File: src/rtl/urw_pkg.sv
package urw_pkg;

   // clock rate
   localparam int CLK_MHZ = 250;

   // register byte offsets
   localparam logic [5:0] OFS_CTRL   = 6'h08;
   localparam logic [5:0] OFS_EN_SET = 6'h10;
   localparam logic [5:0] OFS_EN_CLR = 6'h14;
   localparam logic [5:0] OFS_FLAGS  = 6'h18;
   localparam logic [5:0] OFS_STATUS = 6'h1c;

   // interrupt flag and enable bit positions
   localparam int IRQ_BUS_IDLE       = 0;
   localparam int IRQ_FRAME_START    = 2;
   localparam int IRQ_RESET_DONE     = 3;
   localparam int IRQ_BUS_ACTIVITY   = 4;
   localparam int IRQ_RESUME_DONE    = 5;
   localparam int IRQ_HOST_RESUME    = 6;
   localparam int IRQ_RAM_ACCESS     = 7;
   localparam int IRQ_LINK_PM_NOTYET = 8;
   localparam int IRQ_LINK_PM_SLEEP  = 9;
   localparam logic [15:0] IRQ_USED  = 16'h03fd;

   // control register field
   localparam int CTRL_SEND_RESUME = 1;

   // reset values
   localparam logic [15:0] EN_RESET    = 16'h0000;
   localparam logic [15:0] FLAGS_RESET = 16'h0000;

   // synchronised pin indices
   localparam int SYN_IDLE       = 0;
   localparam int SYN_HOST_K     = 1;
   localparam int SYN_FRAME      = 2;
   localparam int SYN_RESET_DONE = 3;
   localparam int SYN_RAM_ERR    = 4;
   localparam int SYN_LPM_NOTYET = 5;
   localparam int SYN_LPM_SLEEP  = 6;
   localparam int SYN_W          = 7;

   // timing, microseconds, and derived cycle counts
   localparam int SUSPEND_DETECT_US  = 3000;
   localparam int INACTIVITY_WAKE_US = 5000;
   localparam int RESUME_DRIVE_US    = 2000;
   localparam int SUSPEND_CYCLES     = SUSPEND_DETECT_US * CLK_MHZ;
   localparam int INACTIVITY_CYCLES  = INACTIVITY_WAKE_US * CLK_MHZ;
   localparam int RESUME_CYCLES      = RESUME_DRIVE_US * CLK_MHZ;
   localparam int TMR_W              = 24;

   // link power state, gray along active-suspended-resuming-host resume
   typedef enum logic [1:0] {
      ST_ACTIVE    = 2'b00,
      ST_SUSPENDED = 2'b01,
      ST_RESUMING  = 2'b11,
      ST_HOST_RSM  = 2'b10
   } urw_state_e;

endpackage

File: src/rtl/urw_sync.sv
`timescale 1ns/100ps
module urw_sync
   import urw_pkg::*;
(
   input  wire logic             clk,
   input  wire logic             rst_n,
   input  wire logic [SYN_W-1:0] async_in,
   output logic      [SYN_W-1:0] sync_out
);

   logic [SYN_W-1:0] meta;

   // two flops per pin, first stage read only by the second
   for (genvar i = 0; i < SYN_W; i++)
   begin : g_bit
      always_ff @(posedge clk or negedge rst_n)
      begin
         if (!rst_n)
         begin
            meta[i]     <= 1'b0;
            sync_out[i] <= 1'b0;
         end
         else
         begin
            meta[i]     <= async_in[i];
            sync_out[i] <= meta[i];
         end
      end
   end

endmodule

File: src/rtl/urw_timer.sv
`timescale 1ns/100ps
module urw_timer
   import urw_pkg::*;
(
   input  wire logic             clk,
   input  wire logic             rst_n,
   input  wire logic             run,
   input  wire logic [TMR_W-1:0] limit,
   output logic                  done
);

   logic [TMR_W-1:0] cnt;

   // counts while run holds, one pulse after limit cycles, restarts when run drops
   always_ff @(posedge clk or negedge rst_n)
   begin
      if (!rst_n)
      begin
         cnt  <= '0;
         done <= 1'b0;
      end
      else if (!run)
      begin
         cnt  <= '0;
         done <= 1'b0;
      end
      else
      begin
         done <= (cnt == limit - 24'h1);
         if (cnt != limit)
            cnt <= cnt + 24'h1;
      end
   end

endmodule

File: src/rtl/urw_top.sv
// Added by the designer: the Avalon-MM slave port.
`timescale 1ns/100ps
module urw_top
   import urw_pkg::*;
#(
   parameter int SUSPEND_CNT    = SUSPEND_CYCLES,
   parameter int INACTIVITY_CNT = INACTIVITY_CYCLES,
   parameter int RESUME_CNT     = RESUME_CYCLES
)
(
   input  wire logic        clk,
   input  wire logic        arst_n,
   input  wire logic [5:0]  avs_address,
   input  wire logic        avs_read,
   input  wire logic        avs_write,
   input  wire logic [31:0] avs_writedata,
   input  wire logic [3:0]  avs_byteenable,
   output logic      [31:0] avs_readdata,
   output logic             avs_waitrequest,
   input  wire logic        line_idle,
   input  wire logic        line_host_k,
   input  wire logic        frame_start_in,
   input  wire logic        reset_done_in,
   input  wire logic        ram_access_err_in,
   input  wire logic        link_pm_notyet_in,
   input  wire logic        link_pm_sleep_in,
   output logic             resume_drive,
   output logic             pad_active,
   output logic             irq
);

   logic             rst_meta;
   logic             rst_n;
   logic [SYN_W-1:0] pin_sync;
   logic [SYN_W-1:0] pin_prev;
   logic [SYN_W-1:0] pin_rise;
   logic             idle_s;
   logic             host_k_s;
   urw_state_e       state;
   urw_state_e       next_state;
   logic [15:0]      en;
   logic [15:0]      flags;
   logic             send_host_resume;
   logic             susp_done;
   logic             inact_done;
   logic             drive_done;
   logic             wr_take;
   logic [15:0]      wbits;
   logic             wr_ctrl;
   logic             wr_en_set;
   logic             wr_en_clr;
   logic             wr_flags;
   logic             sw_resume_req;
   logic             resume_start;
   logic [15:0]      hw_set;
   logic [15:0]      hw_clr;
   logic [31:0]      read_value;

   // reset release through two flops
   always_ff @(posedge clk or negedge arst_n)
   begin
      if (!arst_n)
      begin
         rst_meta <= 1'b0;
         rst_n    <= 1'b0;
      end
      else
      begin
         rst_meta <= 1'b1;
         rst_n    <= rst_meta;
      end
   end

   // pin synchronisers
   urw_sync u_sync (
      .clk      (clk),
      .rst_n    (rst_n),
      .async_in ({link_pm_sleep_in, link_pm_notyet_in, ram_access_err_in, reset_done_in,
                  frame_start_in, line_host_k, line_idle}),
      .sync_out (pin_sync)
   );

   // edge memory for pin events
   always_ff @(posedge clk or negedge rst_n)
   begin
      if (!rst_n)
         pin_prev <= '0;
      else
         pin_prev <= pin_sync;
   end

   assign pin_rise = pin_sync & ~pin_prev;
   assign idle_s   = pin_sync[SYN_IDLE];
   assign host_k_s = pin_sync[SYN_HOST_K];

   // idle-bus and resume-length timers
   urw_timer u_susp_tmr (
      .clk   (clk),
      .rst_n (rst_n),
      .run   ((state == ST_ACTIVE) && idle_s),
      .limit (SUSPEND_CNT[TMR_W-1:0]),
      .done  (susp_done)
   );

   urw_timer u_inact_tmr (
      .clk   (clk),
      .rst_n (rst_n),
      .run   ((state == ST_SUSPENDED) && idle_s),
      .limit (INACTIVITY_CNT[TMR_W-1:0]),
      .done  (inact_done)
   );

   urw_timer u_drive_tmr (
      .clk   (clk),
      .rst_n (rst_n),
      .run   (state == ST_RESUMING),
      .limit (RESUME_CNT[TMR_W-1:0]),
      .done  (drive_done)
   );

   // bus write decode, byte lanes 0 and 1 only
   assign wr_take   = avs_write && !avs_waitrequest;
   assign wbits     = avs_writedata[15:0] & {{8{avs_byteenable[1]}}, {8{avs_byteenable[0]}}};
   assign wr_ctrl   = wr_take && (avs_address == OFS_CTRL);
   assign wr_en_set = wr_take && (avs_address == OFS_EN_SET);
   assign wr_en_clr = wr_take && (avs_address == OFS_EN_CLR);
   assign wr_flags  = wr_take && (avs_address == OFS_FLAGS);

   // resume start only from suspend with its flag up
   assign sw_resume_req = wr_ctrl && wbits[CTRL_SEND_RESUME];
   assign resume_start  = (state == ST_SUSPENDED) && flags[IRQ_BUS_IDLE]
                          && (sw_resume_req || inact_done);

   // link state sequencing and hardware flag events
   always_comb
   begin
      next_state = state;
      hw_set     = 16'h0000;
      hw_clr     = 16'h0000;
      hw_set[IRQ_FRAME_START]    = pin_rise[SYN_FRAME];
      hw_set[IRQ_RESET_DONE]     = pin_rise[SYN_RESET_DONE];
      hw_set[IRQ_RAM_ACCESS]     = pin_rise[SYN_RAM_ERR];
      hw_set[IRQ_LINK_PM_NOTYET] = pin_rise[SYN_LPM_NOTYET];
      hw_set[IRQ_LINK_PM_SLEEP]  = pin_rise[SYN_LPM_SLEEP];
      case (state)
         ST_ACTIVE:
         begin
            if (susp_done)
            begin
               next_state           = ST_SUSPENDED;
               hw_set[IRQ_BUS_IDLE] = 1'b1;
            end
         end
         ST_SUSPENDED:
         begin
            if (resume_start)
            begin
               next_state               = ST_RESUMING;
               hw_set[IRQ_BUS_ACTIVITY] = 1'b1;
               hw_clr[IRQ_BUS_IDLE]     = 1'b1;
            end
            else if (!idle_s)
            begin
               hw_set[IRQ_BUS_ACTIVITY] = 1'b1;
               next_state = host_k_s ? ST_HOST_RSM : ST_ACTIVE;
            end
         end
         ST_RESUMING:
         begin
            if (drive_done)
            begin
               next_state              = ST_HOST_RSM;
               hw_set[IRQ_HOST_RESUME] = 1'b1;
            end
         end
         ST_HOST_RSM:
         begin
            if (!host_k_s)
            begin
               next_state              = ST_ACTIVE;
               hw_set[IRQ_RESUME_DONE] = 1'b1;
            end
         end
         default:
            next_state = ST_ACTIVE;
      endcase
   end

   // state register
   always_ff @(posedge clk or negedge rst_n)
   begin
      if (!rst_n)
         state <= ST_ACTIVE;
      else
         state <= next_state;
   end

   // upstream k drive and pad activity
   always_ff @(posedge clk or negedge rst_n)
   begin
      if (!rst_n)
      begin
         resume_drive <= 1'b0;
         pad_active   <= 1'b1;
      end
      else
      begin
         resume_drive <= (next_state == ST_RESUMING);
         pad_active   <= (next_state != ST_SUSPENDED);
      end
   end

   // send-resume control bit, set on start, cleared when drive ends
   always_ff @(posedge clk or negedge rst_n)
   begin
      if (!rst_n)
         send_host_resume <= 1'b0;
      else if (resume_start)
         send_host_resume <= 1'b1;
      else if (drive_done)
         send_host_resume <= 1'b0;
   end

   // shared enable bits, both views act on one register
   always_ff @(posedge clk or negedge rst_n)
   begin
      if (!rst_n)
         en <= EN_RESET;
      else if (wr_en_set)
         en <= en | (wbits & IRQ_USED);
      else if (wr_en_clr)
         en <= en & ~(wbits & IRQ_USED);
   end

   // sticky flags, write one clears, hardware set wins
   always_ff @(posedge clk or negedge rst_n)
   begin
      if (!rst_n)
         flags <= FLAGS_RESET;
      else
         flags <= ((flags & ~(wr_flags ? wbits : 16'h0000) & ~hw_clr) | hw_set) & IRQ_USED;
   end

   // level interrupt from enabled flags
   always_ff @(posedge clk or negedge rst_n)
   begin
      if (!rst_n)
         irq <= 1'b0;
      else
         irq <= |(flags & en);
   end

   // read mux
   always_comb
   begin
      read_value = 32'h0000_0000;
      case (avs_address)
         OFS_CTRL:   read_value[CTRL_SEND_RESUME] = send_host_resume;
         OFS_EN_SET: read_value[15:0] = en;
         OFS_EN_CLR: read_value[15:0] = en;
         OFS_FLAGS:  read_value[15:0] = flags;
         OFS_STATUS: read_value[3:0]  = {pad_active, resume_drive, state};
         default:    read_value = 32'h0000_0000;
      endcase
   end

   // one wait cycle, then answer
   always_ff @(posedge clk or negedge rst_n)
   begin
      if (!rst_n)
         avs_waitrequest <= 1'b1;
      else
         avs_waitrequest <= !((avs_read || avs_write) && avs_waitrequest);
   end

   // read data latched in the wait cycle
   always_ff @(posedge clk or negedge rst_n)
   begin
      if (!rst_n)
         avs_readdata <= 32'h0000_0000;
      else if (avs_read && avs_waitrequest)
         avs_readdata <= read_value;
   end
endmodule

File: config.mk
export PLATFORM = sky130hd
export DESIGN_NAME = urw_top
export DESIGN_NICKNAME = d
export VERILOG_FILES = /design/src/rtl/urw_pkg.sv /design/src/rtl/urw_sync.sv /design/src/rtl/urw_timer.sv /design/src/rtl/urw_top.sv
export SDC_FILE = /design/constraint.sdc
export NUM_CORES = 1
export LEC_CHECK = 0
export ABC_CLOCK_PERIOD_IN_PS = 8500
export BUFFER_PORTS_ARGS = -buffer_cell sky130_fd_sc_hd__buf_2
export CORE_UTILIZATION = 40
export CTS_CLUSTER_SIZE = 25
export DETAILED_ROUTE_END_ITERATION = 6
export PLACE_DENSITY = 0.6
export REMOVE_ABC_BUFFERS = 1
export SLEW_MARGIN = 20
export SYNTH_ARGS = -nofsm -noshare
export SYNTH_HDL_FRONTEND = slang
export SYNTH_HIERARCHICAL = 1
export SYNTH_SLANG_ARGS = --single-unit
File: constraint.sdc
create_clock -name clk -period 8.5 [get_ports clk]
set_input_delay 1.7 -clock clk [delete_from_list [all_inputs] [get_ports clk]]
set_output_delay 1.7 -clock clk [all_outputs]
set_load 0.02 [all_outputs]
Yosys cells after proc, flatten, opt, wreduce, memory -nomap -nowiden. Cells that the tools add are included.

Bits of input ports: 53. Output and inout bits: 36. Bits in registers: 146.

Mux-type cells: 36. Add/subtract/negate cells: 3. Equality and inequality tests: 19. Bitwise gates (word level): 12. Reductions and logical operators: 21.

Operators by type and width (count): two-way mux 24 bit (6); adder 24 x 1 -> 24 bit (second input constant) (3); two-way mux 16 bit (2); bitwise AND 10 bit (3); equality test 24 x 19 -> 1 bit (second input constant) (1); equality test 24 x 20 -> 1 bit (second input constant) (1); equality test 24 x 21 -> 1 bit (second input constant) (1); equality test 6 x 5 -> 1 bit (second input constant) (4); != test 24 x 19 -> 1 bit (second input constant) (1); != test 24 x 20 -> 1 bit (second input constant) (1); != test 24 x 21 -> 1 bit (second input constant) (1); one-hot mux 12 bit (2 select lines) (1); bitwise AND 10 x 16 -> 16 bit (1); bitwise AND 16 bit (1); two-way mux 1 bit (16); inverter 10 -> 16 bit (1); bitwise OR 16 x 10 -> 16 bit (1); OR reduction 16 bit (1); logical AND 1 bit (12); two-way mux 2 bit (6); two-way mux 10 bit (1); inverter 1 -> 10 bit (1); inverter 10 bit (1); bitwise OR 10 bit (1); 15 further kinds (23).

Logic depth before layout (Yosys ltp). Gate-level depths: netlist of run 1.

Depth after elaboration: 11. Mapped depth: 10. Mapped depth without buffers: 9.

Cells and area by module. The synthesis of run 1 kept the hierarchy.

By module, submodules not included: urw_timer at u_drive_tmr ... (cells each 266, instances 2, sequential area each 625.6 sq um, area each 2252.2 sq um); urw_timer at u_susp_tmr (cells each 252, instances 1, sequential area each 625.6 sq um, area each 2180.8 sq um); urw_top (cells each 205, instances 1, sequential area each 1053.5 sq um, area each 2058.2 sq um); urw_sync (cells each 14, instances 1, sequential area each 350.3 sq um, area each 350.3 sq um).

Least setup slack after synthesis of run 1. Ideal clock, no wire load.

Path kind: input to register. Start: input avs_address[2]. End: register flags[0]. Buffers on the path: 1. Data required time: 8374 ps. Arrival time: 2647 ps. Cell stages on the path: 5. Setup time: 126 ps. Slack: 5727 ps. Cell sequence: buf_6 -> nor4bb_4 -> nor4bb_1 -> o211a_1 -> o21ai_0.

Word-level cells in the longest chain between the ends: 10. Elaborated cells between the ends (all ways): 15. Classes of those cells: eq/ne: 2; mux: 3; bitwise: 5; reduce/logical: 5.

RTL lines: from (decl) (RTL line urw_top.sv:13) `input wire logic [5:0] avs_address,`; equality test 6 x 4 -> 1 bit (RTL line urw_top.sv:124) `assign wr_ctrl = wr_take && (avs_address == OFS_CTRL);`; logical AND 1 bit (RTL line urw_top.sv:124); logical AND 1 bit (RTL line urw_top.sv:130) `assign sw_resume_req = wr_ctrl && wbits[CTRL_SEND_RESUME];`; logical OR 1 bit (RTL line urw_top.sv:132) `&& (sw_resume_req || inact_done);`; logical AND 1 bit (RTL line urw_top.sv:132); two-way mux 1 bit (RTL line urw_top.sv:156) `if (resume_start)`; two-way mux 1 bit (RTL line urw_top.sv:145) `case (state)`; inverter 1 -> 10 bit (RTL line urw_top.sv:241) `flags <= ((flags & ~(wr_flags ? wbits : 16'h0000) & ~hw_clr) | hw_set) & IRQ_USED;`; bitwise AND 10 bit (*) (RTL line urw_top.sv:241); bitwise OR 10 bit (*) (RTL line urw_top.sv:241); to (signal assigned) (RTL line urw_top.sv:241); to (decl) (RTL line urw_top.sv:42) `logic [15:0] flags;`.

Mark *: on every way between the ends. The rest lies on a longest branch, timed or not. A chain may end at the register's enable or synchronous reset.

Final worst setup path of run 1.
Start: register avs_waitrequest. End: output avs_waitrequest.

RTL lines: from (decl) (RTL line urw_top.sv:19) `output logic avs_waitrequest,`; from (signal assigned) (RTL line urw_top.sv:273) `avs_waitrequest <= !((avs_read || avs_write) && avs_waitrequest);`.

No word-level cell between the ends.

==> metrics.txt, run 1 <==
outcome complete, but fails checks; failing checks DRC; Clk pin slew, worst setup/hold paths 70 ps; Worst path slowest cell dfstp_2; DR WL/cell 12.01 um; clock buffer depth 2; Site Rows 54; CP startpoint avs_waitrequest; Max Clk Rate 343.1 MHz; crit end category output port; Worst path depth 1; pin count of the biggest net entering global routing 70; final setup fails 0; effective utilization at floorplan 0.4129; post-synthesis sequential area ratio 0.3608; syn_area_per_cell 9.067 sq um; initial antenna violation count 0; Clock Skew 11.93 ps; sw frac 0.3089; DR pass1 iterations 7; Max-Slew Margin vs Limit 0.3946; Setup TNS Final 0 ps; vias per cell 4.651; Hold Buf Count CTS 0; Final ANT Viol Nets 0; Slew Viols, Final 0; Worst R2R Setup Slack 5710 ps; FF-to-FF End u_inact_tmr/cnt[8]; Tmin final 2914 ps; Syn Inst Count 1003; Hold Crit Class reg2reg; Nets 1377; max cap viols 0; Leak Pwr 4.889 nW; Antenna diodes 0; crit share post-route 0.3429; vias 7493; number of global-route vias before repair 7045; drt total wl 19.35 mm; worst vdd ir 0.00009558 V; layout cells sized above 1 0.08715; fraction of registers with async set/reset 1.000; CTS HTree Levels 4; clock latency on the worst-skew pair 420 ps; crit path launch type flip-flop; Required @ worst endpoint 6800 ps; PortBufs 42; internal cell power 1.130 mW; global-route wire length before repair 33.75 mm; clock share of power 0.436; cell family with most CP delay flip-flops; Data arrival, critical path 1210 ps; Main synth FF type dfrtp_1; crit path to avs_waitrequest; setup bufs post-CTS 0; GR Overflow Total 0; P&R area growth vs syn 21.88%; GRT Total Usage 0.1752; DRC 7; Num CTS Buffers 17; root buf cell clkbuf_16; Die H 152.8 um; area of the core 22030 sq um; Seq pwr share 0.424; Worst R2R Start u_inact_tmr/cnt[21]; CP Class reg2out; TritonCTS Sinks 131; Routability Congestion 0.8474; CP max stage delay 610 ps; Sw Pwr 0.5050 mW; crit path buf inv count 1; Util after Layout 0.5032; Post-Syn Area 9094 sq um; post-synthesis register bit count 131; Detailed Place HPWL 14.48 mm; post-cts sizing count 0; Ports 89; R2R depth 6; CP Cell Sequence buf_2; synth unique cells 86; P per Cell Area 147.5 nW/um^2; Post-synth EDFFs 0; Die X 152.8 um; Max FO, Critical Path 7; CTS tree built; worst slew pin tran 895.4 ps; RSZ-0062 raised after global routing no; # fillers 2082; Final Hold Viols 0; Synthesis Warnings 6; DR iter-0 viols 390; Die ar. 23340 sq um; combinational fraction of design power 0.140
[placed cells by master (no fill, tap or decap), types with 7 or more instances in the layout]
| cell type | instances |
|---|---|
| nand2b_1 | 13 |
| inv_1 | 22 |
| nand2_1 | 66 |
| nand4b_1 | 10 |
| and2_1 | 26 |
| clkbuf_16 | 17 |
| a21oi_1 | 28 |
| o31ai_1 | 18 |
| nor2_1 | 73 |
| nor4_1 | 19 |
| a22oi_1 | 7 |
| nor2b_1 | 11 |
| conb_1 | 317 |
| nor3b_1 | 8 |
| nand3_1 | 43 |
| o211ai_1 | 18 |
| xor2_1 | 101 |
| mux2i_1 | 12 |
| o21ai_0 | 62 |
| nor3_1 | 21 |
| and3_1 | 11 |
| xnor2_1 | 54 |
| dfrtp_1 | 128 |
| o21ai_1 | 9 |
| o2111ai_1 | 10 |
| and4_1 | 10 |
| or3_1 | 16 |
| nand4_1 | 21 |
| buf_2 | 42 |
[cells in the mapped netlist, types with 21 or more instances]
| library cell | instances | area share |
|---|---|---|
| nor3_1 | 22 | 0.012 |
| nor2_1 | 73 | 0.030 |
| nand4_1 | 21 | 0.014 |
| a21oi_1 | 29 | 0.016 |
| xor2_1 | 101 | 0.097 |
| inv_1 | 22 | 0.0091 |
| nand2_1 | 66 | 0.027 |
| clkbuf_1 | 25 | 0.010 |
| o21ai_0 | 62 | 0.034 |
| dfrtp_1 | 129 | 0.35 |
| and2_1 | 26 | 0.018 |
| nand3_1 | 43 | 0.024 |
| xnor2_1 | 54 | 0.052 |
| buf_4 | 22 | 0.018 |
[metal layers]
layer	vias up	track usage	routed length, um
li1	3942	-	-
met1	3448	0.2385	9645
met2	86	0.2859	9009
met3	17	0.02787	455
met4	0	0.05243	241
met5	-	0	0
[final cells by class]
| class | instances | area (sq um) | area share |
|---|---|---|---|
| clock buffers | 17 | 425.4 | 0.03838 |
| clock inverters | 15 | 150.1 | 0.01355 |
| inverters | 25 | 93.84 | 0.008467 |
| multi-input cells | 1098 | 6546 | 0.5907 |
| flip-flops and latches | 131 | 3284 | 0.2963 |
| well taps | 280 | 350.3 | 0.03161 |
| repair buffers | 45 | 232.7 | 0.02100 |
[flip-flops by register name, summed over array words and instances (netlist names), 2 cells and up, named ones only]
signal and flops:
avs_readdata 10, flags 9, pin_prev 5, state 2
u_drive_tmr/cnt 24, u_inact_tmr/cnt 24, u_susp_tmr/cnt 24, u_sync/meta 7
u_sync/sync_out 7
[worst min path at each step]
stage | startpoint | endpoint | slack, ps | cells past startpoint
detailed placement | rst_meta | rst_n | 330 | 0
floorplan | rst_meta | rst_n | 330 | 0
finish | rst_meta | rst_n | 350 | 0
global route | u_sync/meta[5] | u_sync/sync_out[5] | 350 | 0
global placement | u_sync/meta[4] | u_sync/sync_out[4] | 330 | 0
CTS | rst_meta | rst_n | 350 | 0
[kinds of logic (layout without fill, tap and decap cells)]
group | count (synthesis) | after routing | synth area share
fa+ha+maj | 6 | 6 | 0.008255
xor+xnor | 155 | 155 | 0.1493
mux | 12 | 12 | 0.01321
simple gates | 403 | 403 | 0.2658
other cells | 2 | 317 | 0.0008258
buf+inv | 89 | 102 | 0.05077
flops | 131 | 131 | 0.3608
compound gates | 205 | 205 | 0.1511
[through the flow]
stage	hold WS (ps)	power [mW]	area, sq um	std cells	setup slack (ps)
detailed placement	334.7	0.9301	10500	1579	5237
finish	348.4	1.635	11080	1611	5586
global placement	331.2	0.9268	10500	1579	5258
CTS	350.0	1.651	11080	1611	5569
global route	352.7	1.722	11080	1611	5455
floorplan	331.2	0.8724	9908	1254	4584
[power groups by stage]
stage | Clock, mW | Combinational, mW | Sequential, mW
6_report | 0.713 | 0.229 | 0.693
5_1_grt | 0.759 | 0.262 | 0.701
4_1_cts | 0.732 | 0.225 | 0.694
3_5_place_dp | 0 | 0.224 | 0.706
3_3_place_gp | 0 | 0.221 | 0.706
2_1_floorplan | 0 | 0.170 | 0.703
[worst reg2reg max path, cell delays in order, from the launching register on]
cell	delay, ps
dfrtp_1	420
xnor2_1	320
nor4b_1	370
nand4_1	570
o21ai_1	700
o21ai_0	180
a21oi_1	150
No activity file was read; power rests on OpenSTA's default activity.
==> run 2: changes to the inputs <==
ABC_CLOCK_PERIOD_IN_PS = 2400   (was 8500)
PLACE_DENSITY = 0.62   (was 0.6)
clock period = 2.4 ns   (was 8.5 ns; I/O delays follow)
==> metrics.txt, run 2 (synthesized netlist as in run 1, its figures left out) <==
outcome complete, but fails checks; failing checks DRC; vias per cell 4.620 (-0.67%); Inst Count DP 1618 (+2.5%); clock latency on the worst-skew pair 420 ps (about the same); GRT Total Usage 0.1788 (+0.003605); Setup TNS Final 0 ps (unchanged); Final ANT Viol Nets 0 (unchanged); layout cells sized above 1 0.1130 (+0.02582); vias 7632 (+1.9%); most frequent cells in the layout conb_1 (317), dfrtp_1 (128), xor2_1 (101); hold slack 166.0 ps (-182.4 ps); Routability Congestion 0.8403 (-0.84%); global-route wire length before repair 34.09 mm (+1.0%); Tmin final 2231 ps; PortBufs 42 (unchanged); DRC 2 (-5); CP Cell Sequence xnor2_1 > nor4b_1 > nand4_1 > buf_4 > o21ai_1 > buf_4 > o211ai_1 > o31ai_1; Die H 152.8 um (unchanged); Num CTS Buffers 17 (unchanged); crit end category flip-flop; Util after Layout 0.5193 (+0.01608); register area 3284 sq um (unchanged); Clock Skew 7.954 ps (-3.978 ps); Non-Filler Instances 1652 (+2.5%); Max FO, Critical Path 13 (+6); Ports 89 (unchanged); Worst path slowest cell dfrtp_1; pin count of the biggest net entering global routing 58 (-17%); Data arrival, critical path 2560 ps (+1350 ps); Antenna diodes 0 (unchanged); Clk pin slew, worst setup/hold paths 60 ps (about the same); # fillers 2136 (+2.6%); area of the core 22030 sq um (unchanged); TritonCTS Sinks 131 (unchanged); Placed Area 10810 sq um (+2.9%); Nets 1418 (+3.0%); CP startpoint u_inact_tmr/cnt[21]; Hold Startpoint link_pm_sleep_in; crit path launch type flip-flop; crit share post-route 0.9295; root buf cell clkbuf_16; drt total wl 19.79 mm (+2.3%); Max-Slew Margin vs Limit 0.6377 (+0.2430); number of global-route vias before repair 6996 (-0.70%); DR iter-0 viols 341 (-13%); area of the multi-input gates 6558 sq um (+0.17%); Required @ worst endpoint 2730 ps (-4070 ps); CTS tree built; CP most frequent cell buf_4; Die X 152.8 um (unchanged); CP max stage delay 420 ps (-190 ps); clock buffer depth 2 (unchanged); DR WL/cell 11.98 um (-0.27%); Hold Crit Class in2reg; Worst R2R Start u_inact_tmr/cnt[21]; Final Hold Viols 0 (unchanged); initial antenna violation count 0 (unchanged); P&R area growth vs syn 25.77%; worst slew pin tran 529.8 ps (-365.7 ps); worst slack at placement 49.93 ps (-5187 ps); RSZ-0062 raised after global routing no; final worst setup slack 169.1 ps (-5417 ps); worst vdd ir 0.0004474 V (+370%); effective utilization at floorplan 0.4129 (unchanged); Slew Viols, Final 0 (unchanged); commonest non-fill, non-tap cell in the layout conb_1; Site Rows 54 (unchanged); CP Class reg2reg; GR Overflow Total 0 (unchanged); Detailed Place HPWL 15.10 mm (+4.2%); final instance area 11440 sq um (+3.2%); max cap viols 0 (unchanged); Top Registers u_drive_tmr/cnt (24), u_inact_tmr/cnt (24), u_susp_tmr/cnt (24); Leak Pwr 5.094 nW (+4.2%); CTS HTree Levels 4 (unchanged); Max Clk Rate 448.3 MHz; Die ar. 23340 sq um (unchanged); DR pass1 iterations 7 (unchanged); total chip power 5.960 mW (+260%); final setup fails 0 (unchanged); P per Cell Area 521.1 nW/um^2 (+250%)
[run 2: changes by cell type in the layout (fill, tap and decap cells not counted), moves of 2 or more]
| cell | previous run | this run |
|---|---|---|
| buf_4 | 3 | 42 |
| bufinv_16 | 0 | 2 |
| inv_8 | 6 | 2 |
| clkinv_4 | 0 | 2 |
[run 2: final timing paths]
kind / cells past startpoint / end / slack, ps
max: 8 / u_inact_tmr/cnt[16] / 170
min: 1 / u_sync/meta[6] / 170
max reg2reg: 8 / u_inact_tmr/cnt[16] / 170
min reg2reg: 0 / u_inact_tmr/cnt[9] / 260
max in group asynchronous: 1 / avs_waitrequest / 1440
min in group asynchronous: 0 / u_inact_tmr/cnt[9] / 260
[run 2: critical path, delay by kind of cell, from the launching register on]
| kind | cells | cell delay, ps |
|---|---|---|
| and+or+nand+nor | 2 | 540 |
| AOI/OAI and AO/OA | 3 | 470 |
| DFF | 1 | 420 |
| buffers and inverters | 2 | 410 |
| xor gates and xnor gates | 1 | 300 |
[run 2: timing repair]
| action | 4_1_cts | 5_1_grt |
|---|---|---|
| hold buffers | 1 | 0 |
| setup endpoints to repair | 0 | 14 |
| buffers inserted | 0 | 1 |
| resized for setup | 0 | 3 |
| endpoints found under the hold margin | 2 | 0 |
[run 2: per-layer routing]
metal	up-vias	track usage	routed length, um
met5	-	0	0
met4	0	0.06397	267
met3	22	0.02361	370
met2	94	0.2923	9346
met1	3495	0.2422	9806
li1	4021	-	-
[run 2: cell type report]
type                    count  share of cell area
multi-input cells        1098              0.5734
flip-flops and latches    131              0.2872
repair buffers             86             0.04857
clock buffers              18             0.03752
well taps                 280             0.03063
clock inverters            14             0.01455
inverters                  25            0.008205
[run 2: report_power, final]
part / internal, mW / switching (mW)
Clock: 1.56 / 1.08
Sequential: 2.31 / 0.126
Combinational: 0.338 / 0.541
Total: 4.21 / 1.75
